<file path="config.mk">
export PLATFORM = sky130hd
export DESIGN_NAME = acp_top
export DESIGN_NICKNAME = d
export VERILOG_FILES = /design/src/rtl/acp_pkg.sv /design/src/rtl/acp_pin_if.sv /design/src/rtl/acp_pin_sync.sv /design/src/rtl/acp_top.sv
export SDC_FILE = /design/constraint.sdc
export NUM_CORES = 1
export LEC_CHECK = 0
export BUFFER_PORTS_ARGS = -buffer_cell sky130_fd_sc_hd__buf_2
export CAP_MARGIN = 20
export CORE_ASPECT_RATIO = 1.4
export CORE_MARGIN = 1
export CORE_UTILIZATION = 56
export DETAILED_ROUTE_END_ITERATION = 10
export PLACE_DENSITY = 0.81
export SLEW_MARGIN = 5
export SYNTH_ARGS = -nofsm -noshare
export SYNTH_HDL_FRONTEND = slang
export SYNTH_SLANG_ARGS = --single-unit
export TNS_END_PERCENT = 30
</file>
<file path="constraint.sdc">
create_clock -name CLK -period 4.05 [get_ports CLK]
set_input_delay 0.6075 -clock CLK [delete_from_list [all_inputs] [get_ports CLK]]
set_output_delay 0.6075 -clock CLK [all_outputs]
set_load 0.005 [all_outputs]
</file>
<file path="src/rtl/acp_pkg.sv">
/*
 * Constants of the serial conversion port: frame timing, control byte layout,
 * power mode codes and the wake-up time.
 * Assumes a 100 MHz system clock that oversamples the serial pins.
 */
package acp_pkg;

    // ****************************************************************
    // Frame timing in serial clock edges
    // ****************************************************************
    localparam int unsigned CTRL_BITS   = 8;
    localparam int unsigned FRAME_RISES = 16;
    localparam int unsigned SAMPLE_RISE = 2;
    localparam int unsigned LEAD_ZEROS  = 4;
    localparam int unsigned RES_W       = 12;

    // ****************************************************************
    // Control byte layout and reset value
    // ****************************************************************
    localparam int unsigned CTRL_PM_LO_POS = 0;
    localparam int unsigned CTRL_PM_HI_POS = 1;
    localparam int unsigned CTRL_CHAN_POS  = 2;
    localparam int unsigned CTRL_DUAL_POS  = 3;
    localparam logic [7:0]  CTRL_RESET     = 8'h00;

    // ****************************************************************
    // Power modes
    // ****************************************************************
    typedef enum logic [1:0] {
        PM_CS_CTRL  = 2'b00,
        PM_ALWAYS   = 2'b01,
        PM_SHUTDOWN = 2'b10,
        PM_STANDBY  = 2'b11
    } acp_pm_e;

    // ****************************************************************
    // Wake-up time
    // ****************************************************************
    localparam int unsigned CLK_PERIOD_NS = 10;
    localparam int unsigned WAKE_TIME_NS  = 5000;
    localparam int unsigned WAKE_CYCLES   = (WAKE_TIME_NS + CLK_PERIOD_NS - 1) / CLK_PERIOD_NS;

endpackage : acp_pkg

</file>
<file path="src/rtl/acp_pin_if.sv">
/*
 * Carrier of the synchronised serial pin events between the pin stage and
 * the sequencer. Assumes both ends run on the same system clock.
 */
`timescale 1ns/1ps
interface acp_pin_if;
    logic cs_low;
    logic cs_fall;
    logic cs_rise;
    logic sclk_rise;
    logic sclk_fall;
    logic din;

    modport sync (output cs_low, output cs_fall, output cs_rise,
                  output sclk_rise, output sclk_fall, output din);
    modport seq  (input cs_low, input cs_fall, input cs_rise,
                  input sclk_rise, input sclk_fall, input din);
endinterface : acp_pin_if

</file>
<file path="src/rtl/acp_pin_sync.sv">
/*
 * Two-flop synchronisers for chip select, serial clock and serial data, plus
 * edge detection on the synchronised levels.
 * Assumes the serial clock is far slower than CLK (at least 8 CLK per half period).
 */
`timescale 1ns/1ps
module acp_pin_sync
    import acp_pkg::*;
(
    input  wire logic CLK,
    input  wire logic RST_B,
    input  wire logic cs_b_pin,
    input  wire logic sclk_pin,
    input  wire logic din_pin,
    acp_pin_if.sync   pins
);

    // ****************************************************************
    // Synchronisers
    // ****************************************************************
    logic [2:0] meta_reg;
    logic [2:0] sync_reg;
    logic [1:0] last_reg;

    // Stage one is read only by stage two; edges compare stage two with a third copy.
    always_ff @(posedge CLK) begin
        if (!RST_B) begin
            meta_reg <= 3'h1;
            sync_reg <= 3'h1;
            last_reg <= 2'h1;
        end else begin
            meta_reg <= {din_pin, sclk_pin, cs_b_pin};
            sync_reg <= meta_reg;
            last_reg <= sync_reg[1:0];
        end
    end

    // Edge pulses last one CLK cycle each.
    assign pins.cs_low    = ~sync_reg[0];
    assign pins.cs_fall   = last_reg[0] & ~sync_reg[0];
    assign pins.cs_rise   = ~last_reg[0] & sync_reg[0];
    assign pins.sclk_rise = ~last_reg[1] & sync_reg[1];
    assign pins.sclk_fall = last_reg[1] & ~sync_reg[1];
    assign pins.din       = sync_reg[2];

endmodule : acp_pin_sync

</file>
<file path="src/rtl/acp_top.sv">
/*
 * Serial port and conversion sequencer of a two-input 12-bit sampling converter.
 * Assumes an external converter core that presents the digitised held value on
 * CONV_RESULT once TRACK_HOLD is high, and a serial master that owns CS_B and SCLK.
 */
// Operation
// - Serial clock edges pace conversion, control input and result output alike.
// - Chip select falling enables the clock, puts sampler in track, may wake.
// - Second rising clock edge after chip select falls samples and starts conversion.
// - Conversion ends fourteen and a half clock periods after the sampling edge; with an idle-high clock the code ends it at select rise instead.
// - Chip select rising releases the serial data output.
// - With chip select held low, a new frame follows a completed one.
// - Sampled input is the one chosen by the previous frame's control byte.
// - Control byte is loaded from data input on the first eight rising edges.
// - Control byte reloads in every frame that reaches the eighth rise; a low data input loads all zeros.
// - One frame of sixteen clocks converts and reads out a result.
// - A falling first edge drives the first leading zero, valid at first rise.
// - A rising first edge may miss the first leading zero; host ignores it.
// - Later output bits change on falling edges for capture on rising edges.
// - Last bit is driven before, and valid at, the sixteenth rising edge.
// - Two power mode bits pick select-controlled, always on, shutdown, or standby.
// - Auto-shutdown modes wake on first falling clock and sleep at conversion end.
`timescale 1ns/1ps
module acp_top
    import acp_pkg::*;
(
    input  wire logic             CLK,
    input  wire logic             RST_B,
    input  wire logic             CS_B,
    input  wire logic             SCLK,
    input  wire logic             DIN,
    output logic                  DOUT,
    output logic                  DOUT_OE,
    input  wire logic [RES_W-1:0] CONV_RESULT,
    output logic                  TRACK_HOLD,
    output logic                  CONV_START,
    output logic                  CONV_DONE,
    output logic                  CHAN_SEL,
    output logic                  DUAL_MODE,
    output logic [1:0]            POWER_MODE,
    output logic                  POWER_ON,
    output logic                  REF_ON,
    output logic                  ANALOG_READY,
    output logic [CTRL_BITS-1:0]  CTRL_VALUE
);

    // ****************************************************************
    // Pin stage
    // ****************************************************************
    acp_pin_if pins ();

    acp_pin_sync u_sync (
        .CLK      (CLK),
        .RST_B    (RST_B),
        .cs_b_pin (CS_B),
        .sclk_pin (SCLK),
        .din_pin  (DIN),
        .pins     (pins.sync)
    );

    // ****************************************************************
    // Frame sequencer
    // ****************************************************************
    typedef enum logic [1:0] {
        ST_IDLE = 2'b00,
        ST_ACQ  = 2'b01,
        ST_CONV = 2'b10,
        ST_DONE = 2'b11
    } acp_state_e;

    localparam logic [4:0] CNT_SAMPLE = 5'(SAMPLE_RISE);
    localparam logic [4:0] CNT_LAST   = 5'(FRAME_RISES);
    localparam logic [4:0] CNT_CTRL   = 5'(CTRL_BITS);

    acp_state_e           state_reg;
    logic [4:0]           cnt_reg;
    logic [4:0]           cnt_next;
    logic                 hold_reg;
    logic                 start_reg;
    logic                 done_reg;
    logic                 chan_reg;
    logic [RES_W-1:0]     result_reg;
    logic [CTRL_BITS-1:0] shift_reg;
    logic [CTRL_BITS-1:0] ctrl_reg;
    logic [CTRL_BITS-1:0] ctrl_next;
    logic                 rise_live;
    logic                 fall_live;
    logic                 conv_end;

    // A completed frame wraps to edge one of the next frame.
    assign cnt_next  = (cnt_reg == CNT_LAST) ? 5'h01 : cnt_reg + 5'h01;
    assign ctrl_next = {shift_reg[CTRL_BITS-2:0], pins.din};
    assign rise_live = pins.sclk_rise & pins.cs_low & ~pins.cs_fall;
    assign fall_live = pins.sclk_fall & pins.cs_low & ~pins.cs_fall;
    // The sampling edge plus fourteen and a half periods is the fall after rise sixteen;
    // an idle-high clock has no such fall, so a select rise after rise sixteen ends it instead.
    assign conv_end  = (fall_live | pins.cs_rise) & (state_reg == ST_CONV) & (cnt_reg == CNT_LAST);

    // Edges are only counted while chip select is low, which gates the clock.
    always_ff @(posedge CLK) begin
        if (!RST_B) begin
            state_reg <= ST_IDLE;
            cnt_reg   <= 5'h00;
        end else if (pins.cs_rise || !pins.cs_low) begin
            state_reg <= ST_IDLE;
            cnt_reg   <= 5'h00;
        end else if (pins.cs_fall) begin
            state_reg <= ST_ACQ;
            cnt_reg   <= 5'h00;
        end else if (rise_live) begin
            cnt_reg <= cnt_next;
            if (cnt_next == CNT_SAMPLE) begin
                state_reg <= ST_CONV;
            end else if (cnt_next == 5'h01) begin
                state_reg <= ST_ACQ;
            end
        end else if (conv_end) begin
            state_reg <= ST_DONE;
        end
    end

    // Track/hold and conversion strobes; the channel latch uses last frame's byte.
    always_ff @(posedge CLK) begin
        if (!RST_B) begin
            hold_reg   <= 1'b0;
            start_reg  <= 1'b0;
            done_reg   <= 1'b0;
            chan_reg   <= 1'b0;
            result_reg <= '0;
        end else begin
            start_reg <= rise_live & (cnt_next == CNT_SAMPLE);
            done_reg  <= conv_end;
            if (rise_live && cnt_next == CNT_SAMPLE) begin
                hold_reg <= 1'b1;
                chan_reg <= ctrl_reg[CTRL_DUAL_POS] & ctrl_reg[CTRL_CHAN_POS];
            end else if (pins.cs_fall || conv_end || !pins.cs_low) begin
                hold_reg <= 1'b0;
            end
            // The core's answer is taken while the input is held.
            if (hold_reg && state_reg == ST_CONV) begin
                result_reg <= CONV_RESULT;
            end
        end
    end

    // ****************************************************************
    // Control byte input
    // ****************************************************************
    // Every frame that reaches the eighth rise overwrites the byte, so a grounded data input reloads zeros.
    always_ff @(posedge CLK) begin
        if (!RST_B) begin
            shift_reg <= CTRL_RESET;
            ctrl_reg  <= CTRL_RESET;
        end else if (rise_live && cnt_next <= CNT_CTRL) begin
            shift_reg <= ctrl_next;
            if (cnt_next == CNT_CTRL) begin
                ctrl_reg <= ctrl_next;
            end
        end
    end

    // ****************************************************************
    // Result output
    // ****************************************************************
    logic [FRAME_RISES-1:0] out_word;
    logic [3:0]             out_idx;
    logic                   dout_reg;
    logic                   oe_reg;

    assign out_word = {{LEAD_ZEROS{1'b0}}, result_reg};
    assign out_idx  = 4'(CNT_LAST - 5'h01 - cnt_reg);

    // The first zero is set at select fall; a rising first edge may beat it out.
    always_ff @(posedge CLK) begin
        if (!RST_B) begin
            dout_reg <= 1'b0;
            oe_reg   <= 1'b0;
        end else if (pins.cs_rise || !pins.cs_low) begin
            oe_reg   <= 1'b0;
            dout_reg <= 1'b0;
        end else if (pins.cs_fall) begin
            oe_reg   <= 1'b1;
            dout_reg <= 1'b0;
        end else if (fall_live) begin
            if (cnt_reg != 5'h00 && cnt_reg != CNT_LAST) begin
                dout_reg <= out_word[out_idx];
            end else begin
                dout_reg <= 1'b0;
            end
        end
    end

    // ****************************************************************
    // Power management
    // ****************************************************************
    logic       pwr_reg;
    logic [9:0] wake_reg;
    acp_pm_e    pm;
    localparam logic [9:0] WAKE_MAX = 10'(WAKE_CYCLES);

    assign pm = acp_pm_e'({ctrl_reg[CTRL_PM_HI_POS], ctrl_reg[CTRL_PM_LO_POS]});

    // Auto-shutdown modes wake on a fall before conversion ends and sleep at its end.
    always_ff @(posedge CLK) begin
        if (!RST_B) begin
            pwr_reg <= 1'b0;
        end else begin
            case (pm)
                PM_CS_CTRL: pwr_reg <= pins.cs_low;
                PM_ALWAYS:  pwr_reg <= 1'b1;
                PM_SHUTDOWN, PM_STANDBY: begin
                    // A cut frame never raises conversion end, so a select rise also powers down.
                    if (conv_end || pins.cs_rise) begin
                        pwr_reg <= 1'b0;
                    end else if (fall_live && state_reg != ST_DONE) begin
                        pwr_reg <= 1'b1;
                    end
                end
                default: pwr_reg <= 1'b0;
            endcase
        end
    end

    // Settling counter; standby keeps the reference up, so it is ready at once.
    always_ff @(posedge CLK) begin
        if (!RST_B) begin
            wake_reg <= 10'h000;
        end else if (!pwr_reg) begin
            wake_reg <= 10'h000;
        end else if (wake_reg != WAKE_MAX) begin
            wake_reg <= wake_reg + 10'h001;
        end
    end

    assign DOUT         = dout_reg;
    assign DOUT_OE      = oe_reg;
    assign TRACK_HOLD   = hold_reg;
    assign CONV_START   = start_reg;
    assign CONV_DONE    = done_reg;
    assign CHAN_SEL     = chan_reg;
    assign DUAL_MODE    = ctrl_reg[CTRL_DUAL_POS];
    assign POWER_MODE   = pm;
    assign POWER_ON     = pwr_reg;
    assign REF_ON       = pwr_reg | (pm == PM_STANDBY);
    assign ANALOG_READY = pwr_reg & ((wake_reg == WAKE_MAX) | (pm == PM_STANDBY));
    assign CTRL_VALUE   = ctrl_reg;
endmodule : acp_top

</file>
=== After elaboration in Yosys (flattened, before gate mapping) ===
Index checks and enable logic that the tools add are counted.

* Equal/unequal tests: 15
* Div/mod/pow operators: 0
* Shift operators: 0
* Add/sub/neg operators: 3
* Order comparisons: 2
* Multiplexer cells: 14
* Bitwise gates (word level): 22
* Multiply operators: 0
* Reduce and logical (&&, ||, !) cells: 21

{| class="wikitable"
|+ Operator list
! operator !! number
|-
| bitwise AND 1 bit || 13
|-
| adder 10 x 1 -> 10 bit (second input constant) || 1
|-
| equality test 10 x 9 -> 1 bit (second input constant) || 1
|-
| != test 10 x 9 -> 1 bit (second input constant) || 1
|-
| two-way mux 2 bit || 4
|-
| AND reduction 2 bit || 4
|-
| two-way mux 1 bit || 7
|-
| equality test 2 bit (second input constant) || 3
|-
| NOT 1 bit || 6
|-
| adder 5 x 1 -> 5 bit (second input constant) || 1
|-
| equality test 5 x 1 -> 1 bit (second input constant) || 1
|-
| equality test 5 x 2 -> 1 bit (second input constant) || 1
|-
| equality test 5 x 4 -> 1 bit (second input constant) || 1
|-
| equality test 5 bit (second input constant) || 1
|-
| <= comparator 5 x 4 -> 1 bit (second input constant) || 1
|-
| logical AND 1 bit || 5
|-
| < comparator 4 x 5 -> 1 bit (second input constant) || 1
|-
| two-way mux 5 bit || 1
|-
| != test 5 bit (second input constant) || 1
|-
| nonzero test 5 bit || 1
|-
| binary-select mux 1 bit (select 4 bit) || 1
|-
| logical OR 1 bit || 4
|-
| != test 4 x 2 -> 1 bit (second input constant) || 1
|-
| nonzero test 2 bit || 2
|-
| other kinds (11) || 14
|}

* Memory bits (read-only): 0
* Bits in writable memories: 0
* Logic and storage cells: 94
* Memories: 0
* Register bits: 59
* Latch bits: 0
* Output and inout port bits: 20

=== Logic depth before layout (Yosys ltp) ===
Gate-level depths: netlist of run 1.

* Word-level depth: 11
* Mapped depth: 10
* Gate-level depth less buffers: 7

=== Cells and area by module ===
Synthesis of run 1 repeated with hierarchy kept, for this count alone.

* Cells, all modules: 273
* Area total of the unflattened synthesis: 2551.2 um2

{| class="wikitable"
|+ Modules (own cells, without submodules)
! module !! area each (um2) !! cells each !! times used !! sequential area each (um2)
|-
| acp_top || 2312.2 || 252 || 1 || 1021.0
|-
| acp_pin_sync || 239.0 || 21 || 1 || 160.2
|}

=== Worst setup path before layout of run 1 ===
OpenSTA, ideal clock, no wires.

* Path kind: register to output
* Start: register wake_reg[5]
* End: output ANALOG_READY
* Stages on the path, launching flop included: 6
* Setup slack: 1.959 ns
* Required time: 3.442 ns
* Data arrival time: 1.484 ns
* Path through: dfxtp_1 nand4_1 or2_1 or4_4 buf_6 a21boi_0

* Longest elaborated chain between the ends: 3

{| class="wikitable"
|+ Ends and longest elaborated chain
! element !! line !! RTL
|-
| start: declaration || acp_top.sv:197 || <nowiki>logic [9:0] wake_reg;</nowiki>
|-
| start signal: assignment || acp_top.sv:231 || <nowiki>wake_reg <= wake_reg + 10'h001;</nowiki>
|-
| equality test 10 x 9 -> 1 bit || acp_top.sv:245 || <nowiki>assign ANALOG_READY = pwr_reg & ((wake_reg == WAKE_MAX) | (pm == PM_STANDBY));</nowiki>
|-
| bitwise OR 1 bit || acp_top.sv:245 ||
|-
| bitwise AND 1 bit || acp_top.sv:245 ||
|-
| end: declaration || acp_top.sv:43 || <nowiki>output logic ANALOG_READY,</nowiki>
|}

Every way passes these cells.

=== Final worst setup path of run 1 ===
Same ends and word-level chain as after synthesis.

==> results of run 1 <==
-- metrics by stage --
| stage | utilization (%) | total power (W) |
|---|---|---|
| after floorplan | - | 0.000612 |
| after global placement | 63.0 | 0.000623 |
| after detailed placement | 63.0 | 0.000624 |
| after CTS | 68.1 | 0.00120 |
| after global routing | 68.1 | 0.00123 |
| final | 68.1 | 0.00120 |
-- Yosys cell counts (3+ instances only) --
cell type	count	area share, %
dfxtp_1	59	45
nor4_1	4	0.96
nand3_1	11	2.1
and2_1	6	1.4
nand2_1	22	3.2
xnor2_1	6	2.0
o21ai_2	9	3.0
nor3_1	5	0.96
ha_1	5	2.4
o21ai_0	11	2.1
inv_1	10	1.4
mux2i_1	20	7.7
a21boi_0	3	0.87
clkbuf_1	4	0.58
nand4_1	4	0.96
or3_1	5	1.2
buf_4	7	2.0
a21oi_1	11	2.1
nand2b_1	6	1.4
nor2_1	27	3.9
-- kinds of logic after synthesis --
| kind of cell | count (synthesis) | synth area share [%] |
|---|---|---|
| AO/OA/AOI/OAI | 44 | 11.3 |
| XOR/XNOR | 7 | 2.36 |
| adder cells (fa/ha/maj) | 5 | 2.41 |
| buffers and inverters | 26 | 5.83 |
| flip-flops | 59 | 45.5 |
| multiplexers | 25 | 11.5 |
| AND/OR/NAND/NOR | 104 | 21.2 |
-- final cells by class --
class | instances | share of cell area [%]
well taps | 60 | 2.54
multi-input cells | 185 | 42.7
inverters | 10 | 1.27
clock buffers | 12 | 4.91
flip-flops and latches | 59 | 39.9
repair buffers | 36 | 6.09
clock inverters | 4 | 2.50
-- power by group through the flow --
stage          combinational, W  sequential, W  clock (W)
5_1_grt               0.0000254       0.000588   0.000617
2_1_floorplan         0.0000127       0.000599          0
3_3_place_gp          0.0000226       0.000601          0
4_1_cts               0.0000232       0.000588   0.000592
3_5_place_dp          0.0000229       0.000601          0
6_report              0.0000229       0.000588   0.000588
-- layer usage --
| layer | GRT usage, % | share of wire, % |
|---|---|---|
| met5 | 0 | 0 |
| met4 | 17.7 | 3.4 |
| met3 | 5.61 | 3.2 |
| met2 | 38.0 | 51 |
| met1 | 24.4 | 43 |
-- cells in the final DEF, fill, tap and decap left out, types with 9 or more instances in the layout --
cell,synthesis,routed
a21oi_1,11,11
buf_2,1,36
clkbuf_8,0,10
dfxtp_1,59,59
inv_1,10,10
mux2i_1,20,20
nand2_1,22,22
nand3_1,11,11
nor2_1,27,27
o21ai_0,11,11
o21ai_2,9,9
-- critical path: stages (launching register included) --
cell and delay [ns]:
dfxtp_1 0.39, nand4_1 0.15, or2_1 0.26, or4_4 0.54, a21boi_0 0.18, buf_2 0.14
-- worst max-delay path by stage --
stage	startpoint	end	depth (start not counted)
after floorplan	wake_reg[5]	ANALOG_READY	5
final	wake_reg[5]	ANALOG_READY	5
after detailed placement	cnt_reg[0]	CTRL_VALUE[6]	7
after CTS	wake_reg[5]	ANALOG_READY	5
after global routing	wake_reg[5]	ANALOG_READY	5
after global placement	cnt_reg[0]	CTRL_VALUE[0]	7
==> impl_metrics.toml, run 1 <==
[route]
num_vias = 2001
drc_errors = 0
wl_per_cell_um = 13.6
first_pass_iters = 4
drtIter0Drc = 54
viasPerCell = 5.47
drt_wl_total_mm = 4.99
antenna_left = 0

[layout]
fillCellCount = 372
largest_reg_flops = 12
drive_gt1_share_pct = 23.2
diodes = 0
syn_to_final_growth_pct = 13.9
instances_no_fill = 366
multi_input_area_mm2 = 0.00126
nets = 323
seq_area_mm2 = 0.00118
final_area_mm2 = 0.00296

[power]
swShare_pct = 20.1
comb_power_share_pct = 1.9
p_clk_share_pct = 49.0
p_per_area_mw_per_mm2 = 405
peakVddDrop_v = 0.000345
power.share.sequential_pct = 49.1
p_sw_w = 0.000241
cellLeakagePower_nw = 1.28
p_int_w = 0.000958

[grt]
antenna_found_initial = 0
grt_pass1_vias = 1858
grt_usage_pct = 22.8
globalRouteOverflowTotal = 0
grt_max_degree = 31
grt_pass1_wl_mm = 8.11

[floorplanning]
die_h_um = 82.6
placementRows = 28
coreArea_mm2 = 0.00434
die-area_mm2 = 0.00492
die_x_um = 59.5
pin_count = 37
start_util_pct = 59.8

[critical_path]
worst_setup_path_start_kind = "flop"
cp_max_fo = 6
end_kind = "primary output"
r2r_setup_slack_ns = 1.65
arrival_ns = 1.99
rr_worst_depth = 7
timing.rr.start = "cnt_reg[0]"
r2r-end = "CTRL_VALUE[0]"
critPathKind = "flop to primary output"
critPathRequiredTime_ns = 3.44

[logic_synthesis]
async_flop_share_pct = 0
netlist_area_mm2 = 0.00260
syn_nets = 292
synth_edf_count = 0
synthCells = 270
synth_flop_cell = "dfxtp_1"
ys_warn_count = 0
ys_seq_elements = 59
ys_seq_area_share_pct = 45.5
syn_area_per_cell_um2 = 9.62
synth.distinct_cells = 48

[min_path]
timing.hold.worst_path_depth = 1
min_to = "u_sync.sync_reg[0]"
worstHoldPathType = "flop to flop"
min_from = "u_sync.meta_reg[0]"

[clock_network]
clk_latency_ns = 0.34
clk_pin_slew_ns = 0.06
postCtsHoldBufs = 0
htreeDepth = 3
cts_root_buf = "clkbuf_8"
numCtsBuffers = 9
post_cts_buffers = 0
cts-resized-gates = 0
clock_sinks = 59
cts.path.max_buffers = 2
cts_tree = "built"

[sta]
rsz0062_at_grt = "no"
finalCriticalPeriod_ns = 2.59
finClkSkew_ns = 0.00735
setup_ws_ns = 1.46
relSlewSlack_pct = 47.5
setup_viol_count_final = 0
tns_ns = 0
drv_slew = 0
period_share_pct = 64.1
finalHoldViolations = 0
worstMarginPinSlew_ns = 0.784
fmax_mhz = 385
whs_ns = 0.412

[placement]
hpwl_mm = 3.61
dpl_worst_slack_ns = 1.66
routabilityCongestion = 0.931
placed_cell_area_mm2 = 0.00274
placed_cells = 350
io_buffers = 36

[flow_run]
cap_violations = 0

[run_status]
status = "finished, final reports clean"
Note: power is estimated with default switching activity, not from simulation.
==> run 2, diff against run 1 <==
==> constraint.sdc (replaced) <==
create_clock -name CLK -period 2.5 [get_ports CLK]
set_input_delay 0.375 -clock CLK [delete_from_list [all_inputs] [get_ports CLK]]
set_output_delay 0.375 -clock CLK [all_outputs]
set_load 0.005 [all_outputs]
==> run 2 against run 1 <==
Net effect:
- flip-flop and latch count stayed put
- die area stayed put
- worst setup slack got worse by 1.2 ns
- cell area shrank 1.2%
- critical path depth unchanged
==> impl_metrics.toml, run 2 (synthesis gave the netlist of run 1 again) <==
[grt]
antenna_found_initial = 0
grt_max_degree = 30
grt_pass1_vias = 1929
grt_pass1_wl_mm = 8.51
globalRouteOverflowTotal = 0
grt_usage_pct = 23.8

[power]
cellLeakagePower_nw = 1.27
peakVddDrop_v = 0.000480
p_per_area_mw_per_mm2 = 585
power_w = 0.00171

[route]
antenna_left = 0
first_pass_iters = 4
drt_wl_total_mm = 5.03
viasPerCell = 5.49
drtIter0Drc = 76
drc_errors = 0
num_vias = 2026
wl_per_cell_um = 13.6

[critical_path]
cp_max_fo = 6
path_delay_family = "simple AND/OR/NAND/NOR gates"
max_stage_delay_ns = 0.54
cp.depth = 5
critPathRequiredTime_ns = 2.12
worst-path-buf-inv = 1
cp_slowest_cell = "or4_4"
critPathKind = "flop to primary output"
r2r_setup_slack_ns = 0.43
end_kind = "primary output"
rr_worst_depth = 8
worstPathCellList = "nand4_1, or2_1, or4_4, a21boi_0, buf_2"
worst_setup_path_start_kind = "flop"
arrival_ns = 1.92

[sta]
finClkSkew_ns = 0.00466
rsz0062_at_grt = "no"
finalHoldViolations = 0
fmax_mhz = 436
drv_slew = 0
setup_viol_count_final = 0
relSlewSlack_pct = 46.2
period_share_pct = 91.7
worstMarginPinSlew_ns = 0.804
tns_ns = 0
finalCriticalPeriod_ns = 2.29
setup_ws_ns = 0.207

[floorplanning]
pin_count = 37
start_util_pct = 59.8
die_h_um = 82.6
placementRows = 28
die_x_um = 59.5
die-area_mm2 = 0.00492
coreArea_mm2 = 0.00434

[placement]
dpl_worst_slack_ns = 0.460
io_buffers = 36
routabilityCongestion = 0.847
hpwl_mm = 3.53
placed_cell_area_mm2 = 0.00276

[layout]
fillCellCount = 383
final_area_mm2 = 0.00292
diodes = 0
nets = 326
drive_gt1_share_pct = 23.9
final_common_cell = "dfxtp_1"
final_util_pct = 67.3
syn_to_final_growth_pct = 12.5
multi_input_area_mm2 = 0.00126
largest_reg_flops = 12
seq_area_mm2 = 0.00118
final_cell_mix = "dfxtp_1, buf_2, nor2_1"

[clock_network]
clk_pin_slew_ns = 0.06
htreeDepth = 3
post_cts_buffers = 0
numCtsBuffers = 9
cts_root_buf = "clkbuf_8"
clk_latency_ns = 0.34
postCtsHoldBufs = 0
cts_tree = "built"
cts.path.max_buffers = 2
clock_sinks = 59
cts-resized-gates = 0

[min_path]
timing.hold.worst_path_depth = 2
worstHoldPathType = "input port to flop"

[run_status]
status = "finished, final reports clean"

[flow_run]
cap_violations = 0
## run 2: cell types whose count changed in the layout (fill, tap and decap cells not counted)
cell	delta
clkinvlp_4	+2
clkinv_4	-1
clkbuf_8	-1
clkinv_2	+2
bufinv_16	-2
buf_4	+3
## run 2: worst paths after layout
check	end	from
setup / recovery	ANALOG_READY	wake_reg[5]
hold / removal	u_sync.meta_reg[0]	CS_B
setup reg to reg	CTRL_VALUE[1]	cnt_reg[1]
hold reg to reg	u_sync.sync_reg[0]	u_sync.meta_reg[0]
## run 2: power by group
part	leakage [nW]	internal [W]	switching, W
clock network	0.0791	0.000354	0.000366
logic	0.710	0.0000175	0.0000206
registers	0.477	0.000947	0.00000543
## run 2: layout make-up
type | count | area share [%]
inverters | 10 | 1.28
flip-flops and latches | 59 | 40.4
clock inverters | 5 | 1.03
well taps | 60 | 2.57
multi-input cells | 185 | 43.3
clock buffers | 11 | 4.50
repair buffers | 39 | 6.94
## run 2: metrics by stage
stage                     hold slack (ns)  cells
after floorplan                     0.386    270
after global placement              0.399    353
after detailed placement            0.406    353
after CTS                           0.202    369
after global routing                0.212    369
final                               0.216    369
## run 2: per-layer routing
layer  global-route usage [%]  vias up  part of all wire, %
li1                         -     1008                    -
met1                     26.5      966                   44
met2                     39.8       38                   49
met3                     5.76       14                  3.3
met4                     16.0        0                  2.9
met5                        0        -                    0
==> run 3, diff against run 2 <==
--- a/config.mk
+++ b/config.mk
@@ -7,7 +7,7 @@
 export LEC_CHECK = 0
 export BUFFER_PORTS_ARGS = -buffer_cell sky130_fd_sc_hd__buf_2
 export CAP_MARGIN = 20
-export CORE_ASPECT_RATIO = 1.4
+export CORE_ASPECT_RATIO = 1.1
 export CORE_MARGIN = 1
 export CORE_UTILIZATION = 56
 export DETAILED_ROUTE_END_ITERATION = 10
==> run 3 against run 2 <==
Net effect:
- final cell count down 1.9%
- via count down 2.4%
- worst hold slack better by 0.0087 ns
- combinational power up 3%
- clock skew up 0.00091 ns
- power up 7.7%
- non-clock buffer count unchanged
- fmax down 1.6%
- first-iteration DRC count down 9.2%
- highest routed layer unchanged
==> impl_metrics.toml, run 3 (synthesis gave the netlist of run 1 again) <==
[run_status]
status = "finished, final reports clean"

[layout]
final_cell_mix = "dfxtp_1, buf_2, nor2_1"
fillCellCount = 367
largest_reg_flops = 12
diodes = 0
final_common_cell = "dfxtp_1"
nets = 326
drive_gt1_share_pct = 23.7
seq_area_mm2 = 0.00118
multi_input_area_mm2 = 0.00126
syn_to_final_growth_pct = 13.5

[floorplanning]
start_util_pct = 59.3
pin_count = 37
die_h_um = 73.4
die_x_um = 66.9
die-area_mm2 = 0.00491
placementRows = 25
coreArea_mm2 = 0.00438

[critical_path]
cp_slowest_cell = "or4_4"
worst_setup_path_start_kind = "flop"
max_stage_delay_ns = 0.55
critPathRequiredTime_ns = 2.12
critPathKind = "flop to primary output"
worstPathCellList = "nand4_1, or2_1, or4_4, a21boi_0, buf_2"
cp_max_fo = 6
end_kind = "primary output"
arrival_ns = 1.95

[grt]
grt_usage_pct = 22.2
grt_max_degree = 26
met2_usage_pct = 33.9
busiest_layer = "met2"
globalRouteOverflowTotal = 0
grt_pass1_vias = 1805
grt_util_met3_pct = 5.28
antenna_found_initial = 0
met1_usage_pct = 27.4
grt_pass1_wl_mm = 7.92

[route]
drc_errors = 0
num_vias = 1978
drtIter0Drc = 69
antenna_left = 0
wl_per_cell_um = 13.6
first_pass_iters = 4
drt_wl_total_mm = 4.91
viasPerCell = 5.46

[sta]
period_share_pct = 93.2
setup_viol_count_final = 0
setup_ws_ns = 0.170
finalCriticalPeriod_ns = 2.33
relSlewSlack_pct = 49.9
rsz0062_at_grt = "no"
fmax_mhz = 429
finalHoldViolations = 0
finClkSkew_ns = 0.00557
tns_ns = 0
worstMarginPinSlew_ns = 0.750
drv_slew = 0

[min_path]
worstHoldPathType = "input port to flop"

[clock_network]
cts_root_buf = "clkbuf_8"
cts.path.max_buffers = 2
clk_latency_ns = 0.33
post_cts_buffers = 0
cts_tree = "built"
htreeDepth = 3
numCtsBuffers = 9
clock_sinks = 59
clk_pin_slew_ns = 0.06
postCtsHoldBufs = 0
cts-resized-gates = 0

[power]
cellLeakagePower_nw = 1.29
p_int_w = 0.00147
p_sw_w = 0.000368
p_clk_share_pct = 46.1
swShare_pct = 20.0
comb_power_share_pct = 2.1
peakVddDrop_v = 0.000533
power.share.sequential_pct = 51.7
p_per_area_mw_per_mm2 = 625

[flow_run]
cap_violations = 0

[placement]
routabilityCongestion = 0.913
dpl_worst_slack_ns = 0.341
hpwl_mm = 3.36
io_buffers = 36
[run 3: changes by cell type in the layout (fill, tap and decap cells not counted)]
cell,previous run,this run
clkinv_2,3,1
clkbuf_8,9,11
bufinv_16,0,1
clkinvlp_4,2,0
[run 3: layout make-up]
type / count / share of cell area (%)
Multi-Input combinational cell: 185 / 42.9
Sequential cell: 59 / 40.1
Timing Repair Buffer: 39 / 6.88
Clock buffer: 13 / 5.39
Tap cell: 54 / 2.29
Inverter: 10 / 1.27
Clock inverter: 2 / 1.19
[run 3: worst max-delay path: cells and delay by family, from the launching register on]
| family | cells | cell delay, ns |
|---|---|---|
| AND/OR/NAND/NOR | 3 | 0.94 |
| flip-flops | 1 | 0.38 |
| AO/OA/AOI/OAI | 1 | 0.17 |
| buffers and inverters | 1 | 0.13 |
[run 3: worst paths after layout]
kind | from | end | slack [ns] | depth (start not counted)
min reg2reg | u_sync.meta_reg[1] | u_sync.sync_reg[1] | 0.43 | 1
max reg2reg | cnt_reg[0] | CTRL_VALUE[5] | 0.29 | 8
min | CS_B | u_sync.meta_reg[0] | 0.22 | 2
max | wake_reg[5] | ANALOG_READY | 0.17 | 5
[run 3: power by group through the flow]
| stage | registers [W] | logic (W) | clock network [W] |
|---|---|---|---|
| finish | 0.000953 | 0.0000393 | 0.000849 |
| global route | 0.000953 | 0.0000447 | 0.000897 |
| CTS | 0.000953 | 0.0000398 | 0.000864 |
| detailed placement | 0.000973 | 0.0000394 | 0 |
| global placement | 0.000973 | 0.0000385 | 0 |
| floorplan | 0.000971 | 0.0000206 | 0 |
[run 3: routing by layer]
layer  routed length [um]  vias to the layer above
li1                     -                     1011
met1                 2270                      893
met2                 2230                       53
met3                  231                       21
met4                  177                        0
met5                    0                        -
[run 3: per-stage QoR]
stage               hold WS [ns]  util, %  total power, W  std cells  instance area, um2
global route               0.235     67.3         0.00190        362                2950
finish                     0.225     67.3         0.00184        362                2950
global placement           0.390     62.9         0.00101        347                2750
floorplan                  0.386        -        0.000992        270                2600
detailed placement         0.421     62.9         0.00101        347                2750
CTS                        0.220     67.3         0.00186        362                2950
